===== src/sr_protect_consts.vh =====
// Constants for the status register write protection block.
// Assumes a 32-bit classic Wishbone slave with word-aligned registers.
`ifndef SR_PROTECT_CONSTS_VH
`define SR_PROTECT_CONSTS_VH

// ------------------------------------------------------------
// Register byte offsets
// ------------------------------------------------------------
`define OFS_CTRL        4'h0
`define OFS_STATUS      4'h4
`define OFS_WRDATA      4'h8
`define OFS_NVM         4'hC

// ------------------------------------------------------------
// Field positions
// ------------------------------------------------------------
`define BIT_LATCH_SET   0
`define BIT_LATCH_CLR   1
`define BIT_WR_CMD      2
`define BIT_RESET_REQ   3
`define BIT_MODE_LO     0
`define BIT_MODE_HI     1
`define BIT_LOCK_SEL    2

// ------------------------------------------------------------
// Reset values and opcodes
// ------------------------------------------------------------
`define MODE_RST        2'h0
`define SR_DATA_RST     8'h00
`define OP_WRSR1        8'h01
`define OP_WRSR2        8'h31
`define OP_WRSR3        8'h11
`define OP_WRSR4        8'h71

`endif


===== src/sr_write_protect.v =====
// Status register write protection: decides acceptance of status register
// writes and reloads the volatile mode bits on every reset.
// Assumes a Wishbone master drives commands; the write-protect pin is asynchronous.
//
// Chosen here: the address map and the Wishbone register port.
`timescale 1ns/10ps
`include "sr_protect_consts.vh"

// Function
// - Modes 0,0: write status command accepted when write latch enabled first.
// - Modes 0,0: write-protect pin level plays no part in the decision.
// - Modes 0,1 with pin low: every status write rejected regardless of latch.
// - Modes 0,1 with pin high: write accepted when latch enabled first.
// - Modes 1,0: all status writes blocked until the next reset of any kind.
// - Reset with stored 1,0 loads volatile modes with 0,0.
// - Modes 1,1 unlocked: writes blocked until reset; soft reset loads 0,1.
// - Modes 1,1 locked: writes refused until hardware reset; soft reset keeps 1,1.
// - Soft reset loads volatile modes with the stored values when those are 0,0 or 0,1.
module sr_write_protect
(
  input  wire        clk,        // 200 MHz clock
  input  wire        rst_b,      // Async active-low reset
  input  wire        wp_b,       // Write-protect pin, active low
  input  wire [31:0] wb_adr_i,   // Wishbone address
  input  wire [31:0] wb_dat_i,   // Wishbone write data
  input  wire [3:0]  wb_sel_i,   // Wishbone byte selects
  input  wire        wb_we_i,    // Wishbone write enable
  input  wire        wb_cyc_i,   // Wishbone cycle
  input  wire        wb_stb_i,   // Wishbone strobe
  output reg  [31:0] wb_dat_o,   // Wishbone read data
  output reg         wb_ack_o,   // Wishbone acknowledge
  output reg         wr_cycle_o  // One-cycle pulse: internal write cycle started
);

  // ------------------------------------------------------------
  // Reset release and pin synchroniser
  // ------------------------------------------------------------
  reg [1:0] rst_sync_ff;
  wire      rst_n = rst_sync_ff[1];
  reg [2:0] wp_sync_ff;
  reg       wp_level_ff;

  always @(posedge clk or negedge rst_b)
  begin
    if (!rst_b)
      rst_sync_ff <= 2'h0;
    else
      rst_sync_ff <= {rst_sync_ff[0], 1'b1};
  end

  // Three-stage shift of the asynchronous pin
  always @(posedge clk or negedge rst_n)
  begin
    if (!rst_n)
      wp_sync_ff <= 3'h0;
    else
      wp_sync_ff <= {wp_sync_ff[1:0], wp_b};
  end

  // Pin level changes only once stages two and three agree, so a one-cycle glitch is never seen
  always @(posedge clk or negedge rst_n)
  begin
    if (!rst_n)
      wp_level_ff <= 1'b0;
    else if (wp_sync_ff[1] == wp_sync_ff[2])
      wp_level_ff <= wp_sync_ff[2];
  end

  // ------------------------------------------------------------
  // Protection decision
  // ------------------------------------------------------------
  function is_wrsr_op;
    input [7:0] op;
    begin
      is_wrsr_op = (op == `OP_WRSR1) || (op == `OP_WRSR2) ||
                   (op == `OP_WRSR3) || (op == `OP_WRSR4);
    end
  endfunction

  // Mode pair {hi,lo}, pin level, latch -> write allowed
  function write_allowed;
    input [1:0] mode;
    input       pin_high;
    input       latch;
    begin
      case (mode)
        2'h0:    write_allowed = latch;
        2'h1:    write_allowed = latch & pin_high;
        default: write_allowed = 1'b0;
      endcase
    end
  endfunction

  // Volatile reload value from stored mode pair and lock select
  function [1:0] reload_mode;
    input [1:0] nv_mode;
    input       lock;
    begin
      case (nv_mode)
        2'h2:    reload_mode = 2'h0;
        2'h3:    reload_mode = lock ? 2'h3 : 2'h1;
        default: reload_mode = nv_mode;
      endcase
    end
  endfunction

  // ------------------------------------------------------------
  // Register state
  // ------------------------------------------------------------
  reg [1:0] mode_ff;        // Volatile protect_mode_hi/lo
  reg [1:0] nv_mode_ff;     // Stored protect_mode_hi/lo
  reg       nv_lock_ff;     // Stored permanent_lock_select
  reg       latch_ff;       // write_latch_enabled
  reg [7:0] sr_data_ff;     // Protected status byte
  reg [7:0] last_op_ff;
  reg       refused_ff;     // Last command refused
  reg       soft_rst_ff;    // Software reset in progress

  // ------------------------------------------------------------
  // Command decode
  // ------------------------------------------------------------
  // A request already answered is masked so one strobe acts only once
  wire       bus_req = wb_cyc_i & wb_stb_i & ~wb_ack_o;
  wire       bus_wr  = bus_req & wb_we_i;
  wire [3:0] ofs     = wb_adr_i[3:0];
  wire       ctrl_wr = bus_wr & (ofs == `OFS_CTRL) & wb_sel_i[0];
  wire       data_wr = bus_wr & (ofs == `OFS_WRDATA) & wb_sel_i[0];
  wire [7:0] op      = wb_dat_i[15:8];
  wire       cmd_go  = ctrl_wr & wb_dat_i[`BIT_WR_CMD] & is_wrsr_op(op);
  wire       allow   = write_allowed(mode_ff, wp_level_ff, latch_ff);
  wire       accept  = cmd_go & allow;

  reg [1:0] nxt_mode;
  reg [1:0] nxt_nv_mode;
  reg       nxt_nv_lock;
  reg       nxt_latch;
  reg [7:0] nxt_sr_data;

  always @*
  begin
    nxt_mode    = mode_ff;
    nxt_nv_mode = nv_mode_ff;
    nxt_nv_lock = nv_lock_ff;
    nxt_latch   = latch_ff;
    nxt_sr_data = sr_data_ff;
    if (soft_rst_ff)
    begin
      nxt_mode  = reload_mode(nv_mode_ff, nv_lock_ff);
      nxt_latch = 1'b0;
    end
    else if (accept)
    begin
      // Accepted write commits both the working and the stored copies
      nxt_sr_data = wb_dat_i[23:16];
      nxt_mode    = {wb_dat_i[24 + `BIT_MODE_HI], wb_dat_i[24 + `BIT_MODE_LO]};
      nxt_nv_mode = nxt_mode;
      nxt_nv_lock = wb_dat_i[24 + `BIT_LOCK_SEL];
      nxt_latch   = 1'b0;
    end
    else if (cmd_go)
      nxt_latch = 1'b0;
    else if (ctrl_wr)
    begin
      if (wb_dat_i[`BIT_LATCH_SET])
        nxt_latch = 1'b1;
      if (wb_dat_i[`BIT_LATCH_CLR])
        nxt_latch = 1'b0;
    end
    // Stored data word may be preloaded to model a power-on image
    if (data_wr && !soft_rst_ff && !accept)
    begin
      nxt_nv_mode = {wb_dat_i[`BIT_MODE_HI], wb_dat_i[`BIT_MODE_LO]};
      nxt_nv_lock = wb_dat_i[`BIT_LOCK_SEL];
    end
  end

  // ------------------------------------------------------------
  // Protection state registers
  // ------------------------------------------------------------
  // Hardware reset clears the stored image too; power-up is modelled as rst_b
  always @(posedge clk or negedge rst_n)
  begin
    if (!rst_n)
      mode_ff <= `MODE_RST;
    else
      mode_ff <= nxt_mode;
  end

  always @(posedge clk or negedge rst_n)
  begin
    if (!rst_n)
      nv_mode_ff <= `MODE_RST;
    else
      nv_mode_ff <= nxt_nv_mode;
  end

  always @(posedge clk or negedge rst_n)
  begin
    if (!rst_n)
      nv_lock_ff <= 1'b0;
    else
      nv_lock_ff <= nxt_nv_lock;
  end

  always @(posedge clk or negedge rst_n)
  begin
    if (!rst_n)
      latch_ff <= 1'b0;
    else
      latch_ff <= nxt_latch;
  end

  always @(posedge clk or negedge rst_n)
  begin
    if (!rst_n)
      sr_data_ff <= `SR_DATA_RST;
    else
      sr_data_ff <= nxt_sr_data;
  end

  // Last opcode and verdict change only for commands with a valid opcode
  always @(posedge clk or negedge rst_n)
  begin
    if (!rst_n)
      last_op_ff <= 8'h00;
    else if (cmd_go)
      last_op_ff <= op;
  end

  always @(posedge clk or negedge rst_n)
  begin
    if (!rst_n)
      refused_ff <= 1'b0;
    else if (cmd_go)
      refused_ff <= ~allow;
  end

  // Reload is applied one cycle late, so a command in that cycle loses to it
  always @(posedge clk or negedge rst_n)
  begin
    if (!rst_n)
      soft_rst_ff <= 1'b0;
    else
      soft_rst_ff <= ctrl_wr & wb_dat_i[`BIT_RESET_REQ];
  end

  always @(posedge clk or negedge rst_n)
  begin
    if (!rst_n)
      wr_cycle_o <= 1'b0;
    else
      wr_cycle_o <= accept;
  end

  // ------------------------------------------------------------
  // Wishbone answer: one cycle after the strobe
  // ------------------------------------------------------------
  reg [31:0] nxt_rdata;

  always @(posedge clk or negedge rst_n)
  begin
    if (!rst_n)
      wb_ack_o <= 1'b0;
    else
      wb_ack_o <= bus_req;
  end

  // Read data is zero outside an answered read, so no stale word lingers
  always @*
  begin
    nxt_rdata = 32'h00000000;
    if (bus_req && !wb_we_i)
    begin
      case (ofs)
        `OFS_CTRL:   nxt_rdata = {16'h0000, last_op_ff, 7'h00, latch_ff};
        `OFS_STATUS: nxt_rdata = {16'h0000, sr_data_ff, 2'h0, refused_ff, allow,
                                  wp_level_ff, 1'b0, mode_ff};
        `OFS_WRDATA: nxt_rdata = {24'h000000, sr_data_ff};
        `OFS_NVM:    nxt_rdata = {29'h00000000, nv_lock_ff, nv_mode_ff};
        default:     nxt_rdata = 32'h00000000;
      endcase
    end
  end

  always @(posedge clk or negedge rst_n)
  begin
    if (!rst_n)
      wb_dat_o <= 32'h00000000;
    else
      wb_dat_o <= nxt_rdata;
  end

endmodule


===== config.mk =====
export PLATFORM = sky130hd
export DESIGN_NAME = sr_write_protect
export DESIGN_NICKNAME = d
export VERILOG_FILES = /design/src/sr_write_protect.v
export VERILOG_INCLUDE_DIRS = /design/src /design/src/src
export SDC_FILE = /design/constraint.sdc
export NUM_CORES = 1
export LEC_CHECK = 0
export ABC_AREA = 1
export BUFFER_PORTS_ARGS = -buffer_cell sky130_fd_sc_hd__buf_2
export CAP_MARGIN = 20
export CORE_MARGIN = 1.5
export CORE_UTILIZATION = 49
export CTS_CLUSTER_DIAMETER = 150
export DETAILED_ROUTE_END_ITERATION = 16
export GPL_ROUTABILITY_DRIVEN = 0
export PLACE_DENSITY = 0.83
export SYNTH_ARGS = -nofsm -noshare
export SYNTH_HDL_FRONTEND = slang
export SYNTH_SLANG_ARGS = --single-unit

===== constraint.sdc =====
create_clock -name clk -period 3.42 [get_ports clk]
set_input_delay 0.855 -clock clk [delete_from_list [all_inputs] [get_ports clk]]
set_output_delay 0.855 -clock clk [all_outputs]
set_load 0.02 [all_outputs]

Word level (Yosys, flattened, before mapping)
Cells that the tools add are included.
{"block": "word_totals", "reg_bits": 64, "latch_bits": 0, "mem_bits_rw": 0, "rom_bits": 0, "inputBits": 74, "out_inout_bits": 34, "mem_count": 0}
{"block": "op_classes", "n_addsub": 0, "multipliers": 0, "n_div": 0, "n_lt_le_gt_ge": 0, "n_eq_ne": 12, "shifts": 0, "n_mux": 18, "bitwise": 15, "n_reduce_logical": 18}
{"cell": "16-bit case mux with 4 select lines", "n": 1}
{"cell": "32-bit two-way mux", "n": 1}
{"cell": "1-bit AND", "n": 12}
{"cell": "2-bit two-way mux", "n": 5}
{"cell": "1-bit two-way mux", "n": 9}
{"cell": "4-bit == test, second input constant", "n": 2}
{"cell": "8-bit by 1-bit == test with 1-bit output, second input constant", "n": 1}
{"cell": "8-bit by 5-bit == test with 1-bit output, second input constant", "n": 1}
{"cell": "8-bit by 6-bit == test with 1-bit output, second input constant", "n": 1}
{"cell": "8-bit by 7-bit == test with 1-bit output, second input constant", "n": 1}
{"cell": "2-bit AND reduction", "n": 3}
{"cell": "5-bit nonzero test", "n": 1}
{"cell": "2-bit == test, second input constant", "n": 2}
{"cell": "4-bit by 3-bit == test with 1-bit output, second input constant", "n": 1}
{"cell": "4-bit logical NOT", "n": 1}
{"cell": "2-bit case mux with 2 select lines", "n": 1}
{"cell": "2-bit nonzero test", "n": 2}
{"cell": "4-bit nonzero test", "n": 1}
{"cell": "1-bit logical AND", "n": 3}
{"cell": "1-bit logical NOT", "n": 3}
{"cell": "1-bit logical OR", "n": 3}
{"cell": "1-bit inverter", "n": 3}
{"cell": "2-bit by 1-bit == test with 1-bit output, second input constant", "n": 1}
{"cell": "2-bit logical NOT", "n": 1}
{"cell": "other kinds (3)", "n": 3}

Logic depth before layout (Yosys ltp)
{"block": "logic_depth", "depth_word": 12, "mapped_depth": 9, "ltp_nobuf": 9}

Worst setup path after synthesis
Ideal clock, no wire load.
{"block": "synth_path", "kind": "input -> register", "startpoint": "input wb_adr_i[2]", "endpoint": "register mode_ff[0]", "setup_ns": 0.124, "t_arrival_ns": 1.705, "required_time_ns": 3.296, "path_slack_ns": 1.590, "stages": 8, "path_buffers": 0, "path_cell_list": "nor2_4 > nand3_4 > nor2_8 > nand2_4 > clkinv_2 > nand2_1 > nand3_1 > nand3_1"}
{"block": "synth_between", "elab_chain_cells": 7}
{"item": "start: declaration", "line": "sr_write_protect.v:24", "rtl": "input wire [31:0] wb_adr_i,"}
{"item": "4-bit logical NOT"}
{"item": "1-bit AND (2 in series)", "line": "sr_write_protect.v:126", "rtl": "wire ctrl_wr = bus_wr & (ofs == `OFS_CTRL) & wb_sel_i[0];"}
{"item": "1-bit AND (2 in series)", "line": "sr_write_protect.v:129", "rtl": "wire cmd_go = ctrl_wr & wb_dat_i[`BIT_WR_CMD] & is_wrsr_op(op);"}
{"item": "1-bit AND", "line": "sr_write_protect.v:131", "rtl": "wire accept = cmd_go & allow;"}
{"item": "2-bit nonzero test (no line)"}
{"item": "end signal: assignment", "line": "sr_write_protect.v:184", "rtl": "mode_ff <= `MODE_RST;"}
{"item": "end signal: assignment", "line": "sr_write_protect.v:186", "rtl": "mode_ff <= nxt_mode;"}
{"item": "end: declaration", "line": "sr_write_protect.v:110", "rtl": "reg [1:0] mode_ff;"}
Every way passes these cells.
A chain may end at the register's enable or synchronous reset.

Final worst setup path
{"block": "layout_path", "startpoint": "input wb_adr_i[1]", "endpoint": "register nv_lock_ff"}
{"block": "layout_between", "elab_chain_cells": 10, "word_cells_on_any_way": 16, "cone_classes": "eq/ne (2); mux (1); bitwise (7); reduce/logical (6)"}
{"item": "4-bit logical NOT"}
{"item": "1-bit AND (2 in series)", "line": "sr_write_protect.v:126"}
{"item": "1-bit AND (2 in series)", "line": "sr_write_protect.v:129"}
{"item": "1-bit AND", "line": "sr_write_protect.v:131"}
{"item": "1-bit logical NOT", "line": "sr_write_protect.v:170", "rtl": "if (data_wr && !soft_rst_ff && !accept)"}
{"item": "1-bit logical AND", "line": "sr_write_protect.v:170"}
{"item": "2-bit by 1-bit inequality test with 1-bit output (no line) or 2-bit nonzero test (tied branches)"}
{"item": "2-bit AND reduction (no line)"}
{"item": "end signal: assignment", "line": "sr_write_protect.v:202", "rtl": "nv_lock_ff <= nxt_nv_lock;"}
{"item": "end: declaration", "line": "sr_write_protect.v:112", "rtl": "reg nv_lock_ff;"}
Parallel ways exist; a longest one is shown, timed or not.

==> metrics.md <==
| Metric | Value |
|---|---|
| Status | `finished clean` |
| Crit Reg-Reg Endpoint | `sr_data_ff[7]$_DFFE_PN0P_` |
| CTS Root Cell | `clkbuf_8` |
| Final cell count without fillers | `346` |
| Final WL | `4550 um` |
| Core Footprint | `4320 sq um` |
| GRT overflow | `0` |
| # rows | `24` |
| Slew @ Worst Pin | `about 0.61 ns` |
| I/O Pins | `108` |
| Die boundary height | `69.9 um` |
| Fmax | `451 MHz` |
| Synth Area in Adders | `0.00457` |
| Mux cell area share after synthesis | `0` |
| # port buffers | `51` |
| Post-CTS setup buffer count | `0` |
| First-pass GRT wire length | `7380 um` |
| Synth Area in Simple Gates | `0.273` |
| Synth Register Bits | `48` |
| Pin count of the biggest net entering global routing | `47` |
| Gr usage total | `0.196` |
| P_leak | `1.45 nW` |
| Clock Path Buffers | `2` |
| Antenna diode count | `0` |
| DRT Pass-1 Iters | `4` |
| Final Max Tran Viols | `0` |
| Fin area | `2560 sq um` |
| PostCTS Resize Cnt | `0` |
| R2R Setup Slk | `1.87 ns` |
| Nets@finish | `367` |
| Main combinational cell family by area after synthesis | `simple AND/OR/NAND/NOR gates` |
| Minimum clock period | `2.22 ns` |
| Period utilization | `0.648` |
| XOR/XNOR share of the synthesized area | `0` |
| DIE AREA | `4880 sq um` |
| FF-to-FF path depth | `3` |
| Hold Fails Final Rpt | `0` |
| Cts hold-fix bufs | `0` |
| Clock sink count | `48` |
| Via count of the first global-routing pass | `roughly 1600` |
| HP Class | `reg -> async` |
| Critical path endpoint category | `flip-flop` |
| DP HPWL | `3090 um` |
| Top post-synthesis cells by count | `57 x nand2_1, 48 x dfrtp_1, 30 x nand3_1, 29 x inv_1, 16 x buf_4` |
| Synth unique cells | `29` |
| Cells after synthesis | `240` |
| Area contributors post-synth | `dfrtp_1 55%, nand2_1 9.8%, nand3_1 6.9%` |
| CTS tree | `done` |
| Slew HR | `0.595` |
| Total number of vias | `1719` |
| Most common cell in the netlist | `nand2_1` |
| Clock Latency Late Sink | `around 0.31 ns` |
| Number of vias per cell | `4.97` |
| Fraction of layout cells with a size suffix above 1 | `0.252` |
| Max cap viols | `0` |
| Syn Area/Cell | `9.13 sq um` |
| Worst Setup SP | `wb_adr_i[1]` |
| ANT nets after route | `0` |
| Nature of the critical path startpoint | `input port` |
| Post-Place Cell Area | `2420 sq um` |
| Fraction of registers with async set/reset | `1.00` |
| Drt wl/cell | `13.2 um` |
| RSZ-0062 raised after global routing | `no` |
| Setup TNS | `0 ns` |
| H-tree depth | `2` |
| Synth-to-layout area growth | `16.8%` |
| Initial antenna violation count | `0` |
| Pwr dens | `between 400 and 500 nW/um^2` |
| Clk slew on worst S/H paths | `0.09 ns` |
| YS warnings | `0` |
| Peak supply drop | `216 uV` |
| Top cell type's share of synthesized area | `0.548` |
| Req. time, crit path | `3.63 ns` |
| Post-placement cell count | `337` |
| DR iter-0 viols | `110` |
| Final core utilization | `0.592` |
| # setup viols final | `0` |
| Number of synthesized flops with an enable pin | `0` |
| Final Skew | `0.0102 ns` |
| Starting Density | `0.507` |
| CP Data Arrival Time | `around 2.4 ns` |
| Crit path capture | `nv_lock_ff$_DFFE_PN0P_` |
| Number of buffers created by CTS | `5` |
| Critical path class | `in -> reg` |
| DRC viols | `0` |
| Sequential element share of the synthesized area | `0.548` |
| Dominant register cell in the synthesized netlist | `dfrtp_1` |
| Critical path peak fanout | `13` |
| Die Wd | `69.9 um` |
| Top cell type by total area after synthesis | `dfrtp_1` |
| Compound-gate portion of the synthesized area | `0.0503` |
| Origin of the critical flop-to-flop path | `soft_rst_ff$_DFF_PN0_` |
| Mapped cell area | `2190 sq um` |
## worst min path at each step
| stage | end | slack, ns | cells after the start |
|---|---|---|---|
| 4_1_cts | rst_sync_ff[0]$_DFF_PN0_ | 0.30 | 1 |
| 3_3_place_gp | wp_sync_ff[1]$_DFF_PN0_ | 0.33 | 0 |
| 3_5_place_dp | wp_sync_ff[1]$_DFF_PN0_ | 0.34 | 0 |
| 6_report | wp_sync_ff[1]$_DFF_PN0_ | 0.22 | 0 |
| 2_1_floorplan | rst_sync_ff[1]$_DFF_PN0_ | 0.33 | 0 |
| 5_1_grt | wp_sync_ff[1]$_DFF_PN0_ | 0.26 | 0 |
## layer usage
layer | track usage | vias to the layer above | share of wire
met5 | 0 | - | 0
met4 | 0.0769 | 0 | 0.017
met3 | 0.0519 | 6 | 0.083
met2 | 0.303 | 72 | 0.47
met1 | 0.264 | 815 | 0.43
li1 | - | 826 | -
## placed cells by master (no fill, tap or decap)
| master | synthesis | routed |
|---|---|---|
| nand2_1 | 57 | 57 |
| buf_2 | 3 | 51 |
| dfrtp_1 | 48 | 47 |
| nand3_1 | 30 | 30 |
| inv_1 | 29 | 29 |
| conb_1 | 2 | 17 |
| a21oi_1 | 15 | 15 |
| nor2_1 | 13 | 13 |
| clkbuf_8 | 0 | 6 |
| o21ai_0 | 3 | 3 |
| nor2_4 | 2 | 2 |
| nand4_1 | 2 | 2 |
| nor2_8 | 2 | 2 |
| nor3_1 | 2 | 2 |
| nand3_2 | 2 | 2 |
| nor3_2 | 1 | 1 |
| nor2_2 | 1 | 1 |
| nand3_4 | 1 | 1 |
| nand2_4 | 1 | 1 |
| a22oi_1 | 1 | 1 |
| maj3_1 | 1 | 1 |
| nand4_4 | 1 | 1 |
| clkinv_2 | 1 | 1 |
| nor3b_1 | 1 | 1 |
| o21a_1 | 1 | 1 |
| o21ai_1 | 1 | 1 |
| or2_2 | 1 | 1 |
| clkinv_4 | 0 | 1 |
| bufinv_16 | 0 | 1 |
| buf_12 | 0 | 1 |
| dfrtp_2 | 0 | 1 |
## power by group
group	internal, mW	leakage [nW]	switching, mW
sequential	0.577	0.618	0.0124
clock	0.239	0.0614	0.194
combinational	0.0261	0.771	0.0548
## flip-flops by register name, summed over array words and instances, names as in the netlist
signal,cells
latch_ff,1
soft_rst_ff,1
wp_level_ff,1
wp_sync_ff,3
last_op_ff,8
wr_cycle_o,1
mode_ff,2
refused_ff,1
nv_mode_ff,2
nv_lock_ff,1
wb_ack_o,1
wb_dat_o,16
sr_data_ff,8
rst_sync_ff,2
## per-stage QoR
stage          power (mW)  hold WS [ns]  setup slack [ns]
3_3_place_gp        0.676         0.333             0.956
5_1_grt              1.15         0.257              1.06
6_report             1.10         0.215              1.20
2_1_floorplan       0.658         0.331              1.59
4_1_cts              1.11         0.304              1.25
3_5_place_dp        0.678         0.340             0.928
## cell type report
cell class | instances | area (sq um)
clock buffer | 6 | 82.6
clock inverter | 2 | 38.8
fill | 392 | 1760
inverter | 30 | 114
multi-input combinational | 156 | 782
sequential | 48 | 1200
tap | 52 | 65.1
timing repair buffer | 52 | 275
## cell families after synthesis
group,Yosys count
AO/OA/AOI/OAI,21
adder cells (fa/ha/maj),1
buffers and inverters,51
flip-flops,48
other,2
AND/OR/NAND/NOR,117
## worst max-delay path, cell delays in order
cell and delay [ns]:
buf_2 0.10, nor2_2 0.49, nand2_1 0.24, nor3_1 0.28
nand2_1 0.20, nand2_1 0.11, nand2_1 0.05, nand2_1 0.05
nand2_1 0.04
Note: power is estimated with default switching activity, not from simulation.
